==> src/design/scrw_pkg.sv <==
`default_nettype none

package scrw_pkg;

    // ------------------------------------------------------------
    // Record layout (byte offsets inside the configuration record)
    // ------------------------------------------------------------
    localparam logic [7:0] OFS_VER_HI = 8'h00;
    localparam logic [7:0] OFS_VER_LO = 8'h01;
    localparam logic [7:0] OFS_PROJ_A = 8'h02;
    localparam logic [7:0] OFS_PROJ_B = 8'h06;
    localparam logic [7:0] OFS_CFG_A = 8'h0a;
    localparam logic [7:0] OFS_RSV = 8'h4a;
    localparam logic [7:0] OFS_CFG_B = 8'h4c;
    localparam logic [7:0] OFS_CFG_B_BASE = 8'h4a;
    localparam logic [7:0] OFS_PAR_A = 8'h8a;
    localparam logic [7:0] OFS_PAR_B = 8'h9a;
    localparam logic [7:0] OFS_FLAG1 = 8'haa;
    localparam logic [7:0] OFS_FLAG2 = 8'hab;
    localparam logic [7:0] OFS_LAST = 8'hab;
    localparam logic [7:0] VERSION_VAL = 8'h00;
    localparam int FLAG1_CFG_MODE_BIT = 4;
    localparam int FLAG2_AUTO_EN_BIT = 3;

    // ------------------------------------------------------------
    // Parameter values and reset values
    // ------------------------------------------------------------
    localparam logic [3:0] PARAM_MANAGED = 4'hf;
    localparam logic [3:0] PARAM_RST = 4'hf;
    localparam logic CFG_MODE_RST = 1'b1;
    localparam logic AUTO_EN_RST = 1'b1;
    localparam logic [3:0] MANAGED_CODE_RST = 4'hf;
    localparam logic [15:0] SLAVE_CFG_RST = 16'hffff;

    // ------------------------------------------------------------
    // Software register map
    // ------------------------------------------------------------
    localparam logic [7:0] REG_CTRL = 8'h00;
    localparam logic [7:0] REG_STATUS = 8'h04;
    localparam logic [7:0] REG_PROJ_A = 8'h08;
    localparam logic [7:0] REG_PROJ_B = 8'h0c;
    localparam logic [7:0] REG_SEL = 8'h10;
    localparam logic [7:0] REG_SLAVE = 8'h14;
    localparam int CTRL_MANAGED_EN_BIT = 0;
    localparam int CTRL_CODE_LSB = 4;

    // ------------------------------------------------------------
    // Types
    // ------------------------------------------------------------
    typedef enum logic [3:0] {
        K_NONE, K_VER, K_PROJ_A, K_PROJ_B, K_CFG, K_EXT,
        K_RSV, K_PAR, K_FLAG1, K_FLAG2
    } scrw_kind_t;

    typedef struct packed {
        scrw_kind_t kind;
        logic [5:0] slave;
        logic [1:0] sub;
    } scrw_field_t;

    typedef struct packed {
        logic valid;
        logic sop;
        logic [7:0] data;
    } scrw_rec_byte_t;

    typedef struct packed {
        logic [3:0] io;
        logic [3:0] prof;
        logic [3:0] ext1;
        logic [3:0] ext2;
    } scrw_slave_cfg_t;

    typedef struct packed {
        logic valid;
        logic [5:0] addr;
        logic [3:0] data;
    } scrw_param_tx_t;

    typedef enum logic [1:0] {
        S_IDLE = 2'b00,
        S_SCAN = 2'b01,
        S_SEND = 2'b11
    } scrw_send_state_t;

endpackage : scrw_pkg

`default_nettype wire

==> src/design/scrw_byte_decode.sv <==
`default_nettype none

module scrw_byte_decode (
    input wire logic [7:0] idx_i,
    output scrw_pkg::scrw_field_t fld_o
);
    logic [7:0] ofs;

    always_comb begin
        ofs = 8'h00;
        fld_o.kind = scrw_pkg::K_NONE;
        fld_o.slave = 6'h00;
        fld_o.sub = 2'h0;
        if (idx_i < scrw_pkg::OFS_PROJ_A) begin
            fld_o.kind = scrw_pkg::K_VER;
        end else if (idx_i < scrw_pkg::OFS_PROJ_B) begin
            ofs = idx_i - scrw_pkg::OFS_PROJ_A;
            fld_o.kind = scrw_pkg::K_PROJ_A;
            fld_o.sub = ofs[1:0];
        end else if (idx_i < scrw_pkg::OFS_CFG_A) begin
            ofs = idx_i - scrw_pkg::OFS_PROJ_B;
            fld_o.kind = scrw_pkg::K_PROJ_B;
            fld_o.sub = ofs[1:0];
        end else if (idx_i < scrw_pkg::OFS_RSV) begin
            ofs = idx_i - scrw_pkg::OFS_CFG_A;
            fld_o.kind = ofs[0] ? scrw_pkg::K_EXT : scrw_pkg::K_CFG;
            fld_o.slave = {1'b0, ofs[5:1]};
        end else if (idx_i < scrw_pkg::OFS_CFG_B) begin
            fld_o.kind = scrw_pkg::K_RSV;
        end else if (idx_i < scrw_pkg::OFS_PAR_A) begin
            // B slave 1 sits where B slave 0 would be two bytes later
            ofs = idx_i - scrw_pkg::OFS_CFG_B_BASE;
            fld_o.kind = ofs[0] ? scrw_pkg::K_EXT : scrw_pkg::K_CFG;
            fld_o.slave = {1'b1, ofs[5:1]};
        end else if (idx_i < scrw_pkg::OFS_FLAG1) begin
            // Slave field holds the even (upper nibble) address
            ofs = idx_i - scrw_pkg::OFS_PAR_A;
            fld_o.kind = scrw_pkg::K_PAR;
            fld_o.slave = {ofs[4:0], 1'b0};
        end else if (idx_i == scrw_pkg::OFS_FLAG1) begin
            fld_o.kind = scrw_pkg::K_FLAG1;
        end else if (idx_i == scrw_pkg::OFS_FLAG2) begin
            fld_o.kind = scrw_pkg::K_FLAG2;
        end
    end

endmodule : scrw_byte_decode

`default_nettype wire

==> src/design/scrw_param_slot.sv <==
`default_nettype none

module scrw_param_slot (
    input wire logic clk_i,
    input wire logic arst_n_i,
    input wire logic wr_i,
    input wire logic [3:0] val_i,
    input wire logic managed_i,
    output logic [3:0] param_o
);
    logic [3:0] par_r;
    logic [3:0] par_nxt;

    always_comb begin
        par_nxt = par_r;
        if (wr_i && !managed_i) begin
            par_nxt = val_i;
        end
    end

    always_ff @(posedge clk_i or negedge arst_n_i) begin
        if (!arst_n_i) begin
            par_r <= scrw_pkg::PARAM_RST;
        end else begin
            par_r <= par_nxt;
        end
    end

    // Managed slaves always present all ones, whatever is stored
    assign param_o = managed_i ? scrw_pkg::PARAM_MANAGED : par_r;

endmodule : scrw_param_slot

`default_nettype wire

==> src/design/scrw_record_writer.sv <==
`default_nettype none

module scrw_record_writer (
    input wire logic clk_i,
    input wire logic arst_n_i,
    input wire scrw_pkg::scrw_rec_byte_t rec_i,
    input wire logic [7:0] reg_addr_i,
    input wire logic [31:0] reg_wdata_i,
    input wire logic reg_wr_i,
    input wire logic reg_rd_i,
    output logic [31:0] reg_rdata_o,
    input wire logic master_start_i,
    input wire logic param_ready_i,
    output scrw_pkg::scrw_param_tx_t param_o,
    output logic config_mode_o,
    output logic auto_address_enable_o,
    output logic nv_commit_o,
    output logic rec_error_o
);
    // ------------------------------------------------------------
    // Record intake
    // ------------------------------------------------------------
    logic act_r, act_nxt;
    logic err_r, err_nxt;
    logic [7:0] idx_r, idx_nxt;
    logic commit_r, commit_nxt;
    logic acc;
    logic wr_ok;
    logic [7:0] cur_idx;
    scrw_pkg::scrw_field_t fld;

    assign acc = rec_i.valid && (rec_i.sop || act_r);
    assign cur_idx = rec_i.sop ? scrw_pkg::OFS_VER_HI : idx_r;
    // Version faults are known before byte 2, so later bytes see err_r
    assign wr_ok = acc && !rec_i.sop && !err_r;

    scrw_byte_decode u_dec (
        .idx_i(cur_idx),
        .fld_o(fld)
    );

    always_comb begin
        act_nxt = act_r;
        err_nxt = err_r;
        idx_nxt = idx_r;
        commit_nxt = 1'b0;
        if (acc) begin
            idx_nxt = cur_idx + 8'h01;
            act_nxt = (cur_idx != scrw_pkg::OFS_LAST);
            if (rec_i.sop) begin
                err_nxt = (rec_i.data != scrw_pkg::VERSION_VAL);
            end else if (cur_idx == scrw_pkg::OFS_VER_LO &&
                         rec_i.data != scrw_pkg::VERSION_VAL) begin
                err_nxt = 1'b1;
            end
            if (cur_idx == scrw_pkg::OFS_LAST && !err_r) begin
                commit_nxt = 1'b1;
            end
        end
    end

    always_ff @(posedge clk_i or negedge arst_n_i) begin
        if (!arst_n_i) begin
            act_r <= 1'b0;
            err_r <= 1'b0;
            idx_r <= 8'h00;
            commit_r <= 1'b0;
        end else begin
            act_r <= act_nxt;
            err_r <= err_nxt;
            idx_r <= idx_nxt;
            commit_r <= commit_nxt;
        end
    end

    // ------------------------------------------------------------
    // Configuration store
    // ------------------------------------------------------------
    logic [31:0] proj_a_r, proj_a_nxt;
    logic [31:0] proj_b_r, proj_b_nxt;
    scrw_pkg::scrw_slave_cfg_t [63:0] cfg_r, cfg_nxt;
    logic cfg_mode_r, cfg_mode_nxt;
    logic auto_en_r, auto_en_nxt;

    always_comb begin
        proj_a_nxt = proj_a_r;
        proj_b_nxt = proj_b_r;
        cfg_nxt = cfg_r;
        cfg_mode_nxt = cfg_mode_r;
        auto_en_nxt = auto_en_r;
        if (wr_ok) begin
            case (fld.kind)
                scrw_pkg::K_PROJ_A: begin
                    proj_a_nxt[fld.sub*8 +: 8] = rec_i.data;
                end
                scrw_pkg::K_PROJ_B: begin
                    proj_b_nxt[fld.sub*8 +: 8] = rec_i.data;
                end
                scrw_pkg::K_CFG: begin
                    cfg_nxt[fld.slave].io = rec_i.data[7:4];
                    cfg_nxt[fld.slave].prof = rec_i.data[3:0];
                end
                scrw_pkg::K_EXT: begin
                    cfg_nxt[fld.slave].ext1 = rec_i.data[7:4];
                    cfg_nxt[fld.slave].ext2 = rec_i.data[3:0];
                end
                scrw_pkg::K_FLAG1: begin
                    // Only the mode bit is taken; status bits stay as is
                    cfg_mode_nxt =
                        rec_i.data[scrw_pkg::FLAG1_CFG_MODE_BIT];
                end
                scrw_pkg::K_FLAG2: begin
                    auto_en_nxt =
                        rec_i.data[scrw_pkg::FLAG2_AUTO_EN_BIT];
                end
                default: begin
                    // Reserved bytes and version bytes store nothing
                    cfg_mode_nxt = cfg_mode_r;
                end
            endcase
        end
    end

    always_ff @(posedge clk_i or negedge arst_n_i) begin
        if (!arst_n_i) begin
            proj_a_r <= 32'h0000_0000;
            proj_b_r <= 32'h0000_0000;
            cfg_r <= {64{scrw_pkg::SLAVE_CFG_RST}};
            cfg_mode_r <= scrw_pkg::CFG_MODE_RST;
            auto_en_r <= scrw_pkg::AUTO_EN_RST;
        end else begin
            proj_a_r <= proj_a_nxt;
            proj_b_r <= proj_b_nxt;
            cfg_r <= cfg_nxt;
            cfg_mode_r <= cfg_mode_nxt;
            auto_en_r <= auto_en_nxt;
        end
    end

    // ------------------------------------------------------------
    // Parameter slots
    // ------------------------------------------------------------
    logic managed_en_r, managed_en_nxt;
    logic [3:0] managed_code_r, managed_code_nxt;
    logic [63:0][3:0] par_w;
    logic par_wr;

    assign par_wr = wr_ok && (fld.kind == scrw_pkg::K_PAR);

    for (genvar i = 0; i < 64; i++) begin : g_slot
        localparam logic [5:0] SLOT = 6'(i);
        logic we;
        logic mg;
        // Upper nibble of the first byte of each half is reserved
        assign we = par_wr && (fld.slave[5:1] == SLOT[5:1]) &&
                    (SLOT[0] || (SLOT[4:0] != 5'h00));
        assign mg = managed_en_r && (cfg_r[i].prof == managed_code_r);
        scrw_param_slot u_slot (
            .clk_i(clk_i),
            .arst_n_i(arst_n_i),
            .wr_i(we),
            .val_i(SLOT[0] ? rec_i.data[3:0] : rec_i.data[7:4]),
            .managed_i(mg),
            .param_o(par_w[i])
        );
    end

    // ------------------------------------------------------------
    // Parameter download at master start
    // ------------------------------------------------------------
    scrw_pkg::scrw_send_state_t st_r, st_nxt;
    logic [5:0] sidx_r, sidx_nxt;
    logic [5:0] tx_addr_r, tx_addr_nxt;
    logic [3:0] tx_data_r, tx_data_nxt;
    logic [63:0] proj_all;

    assign proj_all = {proj_b_r, proj_a_r};

    always_comb begin
        st_nxt = st_r;
        sidx_nxt = sidx_r;
        tx_addr_nxt = tx_addr_r;
        tx_data_nxt = tx_data_r;
        case (st_r)
            scrw_pkg::S_IDLE: begin
                if (master_start_i) begin
                    sidx_nxt = 6'h01; // Address 0 takes no parameter
                    st_nxt = scrw_pkg::S_SCAN;
                end
            end
            scrw_pkg::S_SCAN: begin
                if (proj_all[sidx_r]) begin
                    tx_addr_nxt = sidx_r;
                    tx_data_nxt = par_w[sidx_r];
                    st_nxt = scrw_pkg::S_SEND;
                end else if (sidx_r == 6'h3f) begin
                    st_nxt = scrw_pkg::S_IDLE;
                end else begin
                    sidx_nxt = sidx_r + 6'h01;
                end
            end
            scrw_pkg::S_SEND: begin
                if (param_ready_i) begin
                    sidx_nxt = sidx_r + 6'h01;
                    st_nxt = (sidx_r == 6'h3f) ? scrw_pkg::S_IDLE
                                               : scrw_pkg::S_SCAN;
                end
            end
            default: begin
                st_nxt = scrw_pkg::S_IDLE;
            end
        endcase
    end

    always_ff @(posedge clk_i or negedge arst_n_i) begin
        if (!arst_n_i) begin
            st_r <= scrw_pkg::S_IDLE;
            sidx_r <= 6'h00;
            tx_addr_r <= 6'h00;
            tx_data_r <= 4'h0;
        end else begin
            st_r <= st_nxt;
            sidx_r <= sidx_nxt;
            tx_addr_r <= tx_addr_nxt;
            tx_data_r <= tx_data_nxt;
        end
    end

    assign param_o.valid = (st_r == scrw_pkg::S_SEND);
    assign param_o.addr = tx_addr_r;
    assign param_o.data = tx_data_r;

    // ------------------------------------------------------------
    // Register port
    // ------------------------------------------------------------
    logic [5:0] sel_r, sel_nxt;
    logic [31:0] rdata_r, rdata_nxt;

    always_comb begin
        managed_en_nxt = managed_en_r;
        managed_code_nxt = managed_code_r;
        sel_nxt = sel_r;
        rdata_nxt = 32'h0000_0000;
        if (reg_wr_i) begin
            case (reg_addr_i)
                scrw_pkg::REG_CTRL: begin
                    managed_en_nxt =
                        reg_wdata_i[scrw_pkg::CTRL_MANAGED_EN_BIT];
                    managed_code_nxt =
                        reg_wdata_i[scrw_pkg::CTRL_CODE_LSB +: 4];
                end
                scrw_pkg::REG_SEL: begin
                    sel_nxt = reg_wdata_i[5:0];
                end
                default: begin
                    sel_nxt = sel_r;
                end
            endcase
        end
        if (reg_rd_i) begin
            case (reg_addr_i)
                scrw_pkg::REG_CTRL: begin
                    rdata_nxt = {24'h00_0000, managed_code_r, 3'h0,
                                 managed_en_r};
                end
                scrw_pkg::REG_STATUS: begin
                    rdata_nxt = {27'h000_0000, param_o.valid, act_r,
                                 err_r, auto_en_r, cfg_mode_r};
                end
                scrw_pkg::REG_PROJ_A: rdata_nxt = proj_a_r;
                scrw_pkg::REG_PROJ_B: rdata_nxt = proj_b_r;
                scrw_pkg::REG_SEL: rdata_nxt = {26'h000_0000, sel_r};
                scrw_pkg::REG_SLAVE: begin
                    rdata_nxt = {12'h000, par_w[sel_r], cfg_r[sel_r]};
                end
                default: rdata_nxt = 32'h0000_0000;
            endcase
        end
    end

    always_ff @(posedge clk_i or negedge arst_n_i) begin
        if (!arst_n_i) begin
            managed_en_r <= 1'b0;
            managed_code_r <= scrw_pkg::MANAGED_CODE_RST;
            sel_r <= 6'h00;
            rdata_r <= 32'h0000_0000;
        end else begin
            managed_en_r <= managed_en_nxt;
            managed_code_r <= managed_code_nxt;
            sel_r <= sel_nxt;
            rdata_r <= rdata_nxt;
        end
    end

    assign reg_rdata_o = rdata_r;
    assign config_mode_o = cfg_mode_r;
    assign auto_address_enable_o = auto_en_r;
    assign nv_commit_o = commit_r;
    assign rec_error_o = err_r;
endmodule : scrw_record_writer

`default_nettype wire

==> config.mk <==
export PLATFORM = sky130hd
export DESIGN_NAME = scrw_record_writer
export DESIGN_NICKNAME = d
export VERILOG_FILES = /design/src/design/scrw_pkg.sv /design/src/design/scrw_byte_decode.sv /design/src/design/scrw_param_slot.sv /design/src/design/scrw_record_writer.sv
export SDC_FILE = /design/constraint.sdc
export NUM_CORES = 2
export LEC_CHECK = 0
export BUFFER_PORTS_ARGS = -buffer_cell sky130_fd_sc_hd__buf_2
export CELL_PAD_IN_SITES_DETAIL_PLACEMENT = 1
export CELL_PAD_IN_SITES_GLOBAL_PLACEMENT = 1
export CORE_UTILIZATION = 54
export CTS_CLUSTER_DIAMETER = 100
export CTS_CLUSTER_SIZE = 16
export DETAILED_ROUTE_END_ITERATION = 8
export PLACE_DENSITY = 0.82
export SLEW_MARGIN = 15
export SYNTH_ARGS = -nofsm -noshare
export SYNTH_HDL_FRONTEND = slang
export SYNTH_SLANG_ARGS = --single-unit
==> constraint.sdc <==
create_clock -name clk_i -period 4.8 [get_ports clk_i]
set_input_delay 0.48 -clock clk_i [delete_from_list [all_inputs] [get_ports clk_i]]
set_output_delay 0.48 -clock clk_i [all_outputs]
set_load 0.02 [all_outputs]
== After elaboration in Yosys (flattened, before gate mapping) ==
Cells that the tools add are included.
Storage, ports and cells
  register bits after elaboration: 1410
  word-level logic and storage cells: 839
Cells by class
  add/sub/neg operators: 8
  $lt $le $gt $ge: 11
  equality and inequality tests: 117
  shifts and indexed selects: 2
  mux-type cells: 121
  reduce and logical (&&, ||, !) cells: 246
Operators with widths (number)
  bitwise mux 1024 bit: 4
  one-hot mux 1024 bit (2 select lines): 1
  demux 16 bit (select 6 bit): 4
  two-way mux 4 bit: 72
  equality test 4 bit: 62
  one-hot mux 32 bit (6 select lines): 1
  logical AND 1 bit: 163
  binary-select mux 16 bit (select 6 bit): 1
  equality test 5 bit (second input constant): 16
  bitwise mux 32 bit: 2
  logical NOT 1 bit: 64
  binary-select mux 4 bit (select 6 bit): 2
  two-way mux 6 bit: 8
  equality test 5 x 4 -> 1 bit (second input constant): 8
  negator 5 -> 34 bit: 1
  variable shift 8 x 34 -> 32 bit (first input constant): 1
  variable part select 8 x 34 -> 32 bit: 1
  two-way mux 16 bit: 2
  two-way mux 32 bit: 1
  two-way mux 8 bit: 3
  < comparator 6 x 7 -> 1 bit (second input constant): 3
  equality test 5 x 3 -> 1 bit (second input constant): 4
  two-way mux 10 bit: 2
  one-hot mux 6 bit (3 select lines): 1
  other kinds (42): 78

== Depth between registers and ports, before layout ==
  depth in word-level cells: 18
  depth in mapped cells: 13

== Modules after synthesis ==
From an unflattened synthesis, not the netlist that was laid out.
Second synthesis, totals
  cell total of the unflattened synthesis: 5076
  area total of the unflattened synthesis: 75793.9 µm²
By module, submodules not included
  scrw_record_writer: times used 1, cells each 4156, area an instance 62182.1 µm², seq. area each 30366.6 µm²
  scrw_param_slot: times used 64, cells each 13, area an instance 203.9 µm², seq. area each 105.1 µm²
  scrw_byte_decode: times used 1, cells each 88, area an instance 559.3 µm², seq. area each 0.0 µm²

== Worst setup path before layout ==
Ideal clock, no wire load.
  path type: reg2reg
  start point: register managed_code_r[2]
  end point: register rdata_r[16], in the netlist reg_rdata_o[16]
  setup time: 0.094 ns
  data arrival time: 3.434 ns
  data required time: 4.706 ns
  path slack: 1.272 ns
  stages on the path, launching flop included: 12
  clock period less this slack: 3.528 ns
  path through: dfstp_2 -> clkbuf_1 -> clkbuf_1 -> buf_1 -> xnor2_1 -> nand3_1 -> nor3_1 -> nor3_1 -> nor4_1 -> nor3_1 -> o41a_1 -> a211oi_1
On the way
  longest elaborated chain between the ends: 7
  elaborated cells between the ends (all ways): 190
  classes of those cells: eq/ne (62); mux (66); reduce/logical (62)
RTL lines
  start: declaration: RTL line scrw_record_writer.sv:144  | logic [3:0] managed_code_r, managed_code_nxt;
  start signal: assignment: RTL line scrw_record_writer.sv:284  | managed_code_r <= scrw_pkg::MANAGED_CODE_RST;
  start signal: assignment: RTL line scrw_record_writer.sv:289  | managed_code_r <= managed_code_nxt;
  equality test 4 bit: RTL line scrw_record_writer.sv:157  | assign mg = managed_en_r && (cfg_r[i].prof == managed_code_r);
  logical AND 1 bit: RTL line scrw_record_writer.sv:157
  two-way mux 4 bit: RTL line scrw_param_slot.sv:30  | assign param_o = managed_i ? scrw_pkg::PARAM_MANAGED : par_r;
  binary-select mux 4 bit (select 6 bit) *: RTL line scrw_record_writer.sv:274  | rdata_nxt = {12'h000, par_w[sel_r], cfg_r[sel_r]};
  two-way mux 4 bit (implied by the code) *: RTL line scrw_record_writer.sv:274
  one-hot mux 32 bit (6 select lines) *: RTL line scrw_record_writer.sv:261  | case (reg_addr_i)
  two-way mux 32 bit *: RTL line scrw_record_writer.sv:260  | if (reg_rd_i) begin
  net rdata_nxt[16]: RTL line scrw_record_writer.sv:237  | logic [31:0] rdata_r, rdata_nxt;
  end signal: assignment: RTL line scrw_record_writer.sv:291  | rdata_r <= rdata_nxt;
  end: declaration: RTL line scrw_record_writer.sv:237
The timed path passes the listed nets; every way through them passes the cells marked *. The select of a mux whose other input is x is not followed.
A chain may end at the register's enable or synchronous reset.

== Worst setup path in the final report ==
  start point: register managed_code_r[1]
  end point: register rdata_r[19], in the netlist reg_rdata_o[19]
Same word-level chain as after synthesis.

==> flow_metrics.env <==
export IMPL_required_ps=5500
export IMPL_fin_worst_skew_ps=42.9
export IMPL_hold_path_depth=4
export IMPL_ir_drop_mv=0.346
export IMPL_fp_row_count=134
export IMPL_finalMaxSlewViolations=0
export IMPL_crit_buf_inv=0
export IMPL_hold_end="st_r[0]$_DFFE_PN0P_"
export IMPL_nNetsFinal=5333
export IMPL_routed_wl_um=242000
export IMPL_multiInputGateArea_sq_mm=0.0343
export IMPL_port_buffers=78
export IMPL_ant_nets=0
export IMPL_numCtsBuffers=98
export IMPL_holdCritStartpoint="param_ready_i"
export IMPL_cp_max_fo=32
export IMPL_period_share=0.935
export IMPL_synth_cell_type_count=92
export IMPL_ys_top_cells_by_area="dfstp_2 (46%), mux2_2 (20%), mux4_2 (11%)"
export IMPL_dp_hpwl_um=162000
export IMPL_grt_antenna_before_repair=11
export IMPL_startpoint_type="register"
export IMPL_yosysMostFrequentCell="mux2_2"
export IMPL_hold_viol=0
export IMPL_internal_power_mw=17.3
export IMPL_io_pins=103
export IMPL_combPwrFrac=0.196
export IMPL_switchingPower_mw=8.10
export IMPL_worst_pin_slew_ps=1350
export IMPL_async_flop_share=1.00
export IMPL_r2r_slack_ps=310
export IMPL_finalWeightedCongestion=0.999
export IMPL_synth_seq_cells=1410
export IMPL_grt_usage=0.362
export IMPL_setup_viol=0
export IMPL_grt_pass1_vias=52606
export IMPL_seq_area_sq_mm=0.0369
export IMPL_arrival_ps=5190
export IMPL_cp_end_kind="register"
export IMPL_crit_chain="xnor2_1, nand4_1, o21ai_0, o221ai_1, o32ai_1, a21oi_1, o32ai_1, o2bb2ai_1"
export IMPL_synth_fp_nets=5362
export IMPL_clk_pin_slew_ps=80
export IMPL_max_freq_mhz=223
export IMPL_violations="design-rule violations"
export IMPL_htree_levels=3
export IMPL_clkPwrFrac=0.317
export IMPL_via_count=48851
export IMPL_power_mw=25.4
export IMPL_cts_root_buf="clkbuf_16"
export IMPL_ys_top_cells_by_count="mux2_2 (1323), dfstp_2 (1278), mux4_2 (351)"
export IMPL_tns_ps=0
export IMPL_clockBufferDepth=3
export IMPL_netlist_top_cell_by_area="dfstp_2"
export IMPL_avgViaCountPerCell=6.91
export IMPL_timing_rr_end="reg_rdata_o[19]$_DFF_PN0_"
export IMPL_synth_flop_cell="dfstp_2"
export IMPL_area_growth_pct=7.96
export IMPL_core_area_sq_mm=0.134
export IMPL_ys_seq_area_frac=0.506
export IMPL_die_w_um=369
export IMPL_power_frac_seq=0.487
export IMPL_fillers=12549
export IMPL_rsz0062_at_grt="no"
export IMPL_p_leak_nw=30.4
export IMPL_grt_pass1_wl_um=365000
export IMPL_critPathMaxStageDelay_ps=990
export IMPL_syn_area_per_cell_sq_um=13.7
export IMPL_syn_area_sq_mm=0.0729
export IMPL_path_delay_family="compound AO/OA/AOI/OAI gates"
export IMPL_status="finished with violations"
export IMPL_crit_slowest_cell="dfstp_4"
export IMPL_drtPass1Iterations=7
export IMPL_min_period_ps=4490
export IMPL_power_density_mw_per_mm2=323
export IMPL_cts_tree="yes"
export IMPL_maxCapViolCount=0
export IMPL_yosys_warnings=0
export IMPL_hold_path_class="input port to register"
export IMPL_grt_overflow=0
export IMPL_routedWlPerCell_um=34.3
export IMPL_clk_latency_ps=780
export IMPL_worstRegToRegCells=8
export IMPL_drt_iter0_drc=4917
export IMPL_switching_share=0.318
export IMPL_drcViolationCount=12
export IMPL_path_class="register to register"
export IMPL_r2r_start="managed_code_r[1]$_DFFE_PN1P_"
export IMPL_syn_inst=5301
export IMPL_drive_gt1_frac=0.660
export IMPL_crit_top_cell="o32ai_1"
export IMPL_die_h_um=369
export IMPL_slew_headroom=0.100
export IMPL_synth_edff_count=0
export IMPL_initial_core_util=0.545
export IMPL_grt_max_degree=148
export IMPL_clock_sinks=1410
export IMPL_die_area_sq_mm=0.136
export IMPL_yosysTopAreaCellShare=0.461
[power groups by stage]
stage	logic (mW)	registers [mW]	clock network (mW)
floorplan	2.71	12.4	0
global placement	4.61	12.5	0
detailed placement	4.71	12.6	0
CTS	4.74	12.4	8.20
global route	5.13	12.4	8.57
finish	4.98	12.4	8.07
[per-stage QoR]
step           area [sq um]   util  instances  setup slack (ps)  hold WS, ps
2_1_floorplan         72900      -       5301              1270          184
3_3_place_gp          75800  0.568       6931               243          356
5_1_grt               78700  0.589       7065               143         49.6
6_report              78700  0.589       7066               310         63.0
4_1_cts               78600  0.589       7065               162         26.8
3_5_place_dp          75800  0.568       6931               120          357
[worst register-to-register path, stage by stage (launching register included)]
cell	delay [ps]
dfstp_4	990
xnor2_1	300
nand4_1	420
o21ai_0	620
o221ai_1	240
o32ai_1	830
a21oi_1	190
o32ai_1	640
o2bb2ai_1	180
[timing repair]
item | CTS | global route
endpoints found under the setup margin | 0 | 98
endpoints found under the hold margin | 45 | 0
buffers inserted | 0 | 0
gates resized for setup | 0 | 4
hold buffers | 9 | 0
[layout by cell type (no fill, tap or decap), drive strengths merged, types with 8 or more instances in the layout]
cell type,count
a2111oi,9
a211oi,18
a21oi,56
a22o,19
and2,33
and3,12
buf,282
clkbuf,117
clkinv,8
dfrtp,132
dfstp,1278
dlygate4sd3,9
inv,25
mux2,1326
mux2i,39
mux4,351
nand2,139
nand2b,20
nand3,88
nand4,25
nor2,258
nor3,265
nor4,45
o211ai,12
o21ai,112
o221ai,36
o22ai,22
o311ai,17
o31ai,38
o32ai,74
or2,43
or3,11
xnor2,227
xor2,30
[how the worst max path moves through the flow]
| stage | from | endpoint | slack (ps) | cells after the start |
|---|---|---|---|---|
| detailed placement | rec_i[8] | g_slot[60].u_slot.par_r[1]$_DFFE_PN1P_ | 120 | 10 |
| CTS | idx_r[2]$_DFFE_PN0P_ | g_slot[60].u_slot.par_r[1]$_DFFE_PN1P_ | 160 | 9 |
| finish | managed_code_r[1]$_DFFE_PN1P_ | reg_rdata_o[19]$_DFF_PN0_ | 310 | 8 |
| floorplan | managed_code_r[2]$_DFFE_PN1P_ | reg_rdata_o[16]$_DFF_PN0_ | 1270 | 11 |
| global placement | rec_i[8] | g_slot[60].u_slot.par_r[2]$_DFFE_PN1P_ | 240 | 10 |
| global route | idx_r[2]$_DFFE_PN0P_ | g_slot[34].u_slot.par_r[3]$_DFFE_PN1P_ | 140 | 9 |
[flip-flops by register name, indices dropped and copies added, names as in the netlist, 4 cells and up]
signal / cells
cfg_r: 1024
g_slot.u_slot.par_r: 248
proj_a_r: 32
proj_b_r: 32
reg_rdata_o: 32
idx_r: 8
sel_r: 6
sidx_r: 6
tx_addr_r: 6
managed_code_r: 4
tx_data_r: 4
[layer usage]
metal,track usage,vias up,part of all wire
met5,0,-,0.00025
met4,0.211,8,0.070
met3,0.0701,680,0.075
met2,0.552,2187,0.46
met1,0.483,26281,0.40
li1,-,19695,-
[area by class of cell]
class | count | share of cell area
well taps | 1768 | 0.0281
multi-input cells | 3446 | 0.436
inverters | 25 | 0.00122
diodes | 1 | 0.0000318
repair buffers | 291 | 0.0307
clock buffers | 117 | 0.0321
clock inverters | 8 | 0.00231
flip-flops and latches | 1410 | 0.469
[logic make-up (layout without fill, tap and decap cells)]
| kind of cell | after synthesis | after routing | share of synthesized area |
|---|---|---|---|
| other | 0 | 1 | 0 |
| AND/OR/NAND/NOR | 968 | 968 | 0.0696 |
| buffers and inverters | 445 | 441 | 0.0235 |
| adder cells (fa/ha/maj) | 5 | 5 | 0.000858 |
| XOR/XNOR | 257 | 257 | 0.0309 |
| flip-flops | 1410 | 1410 | 0.506 |
| AO/OA/AOI/OAI | 500 | 500 | 0.0504 |
| multiplexers | 1716 | 1716 | 0.319 |
(Power assumes the default switching activity.)
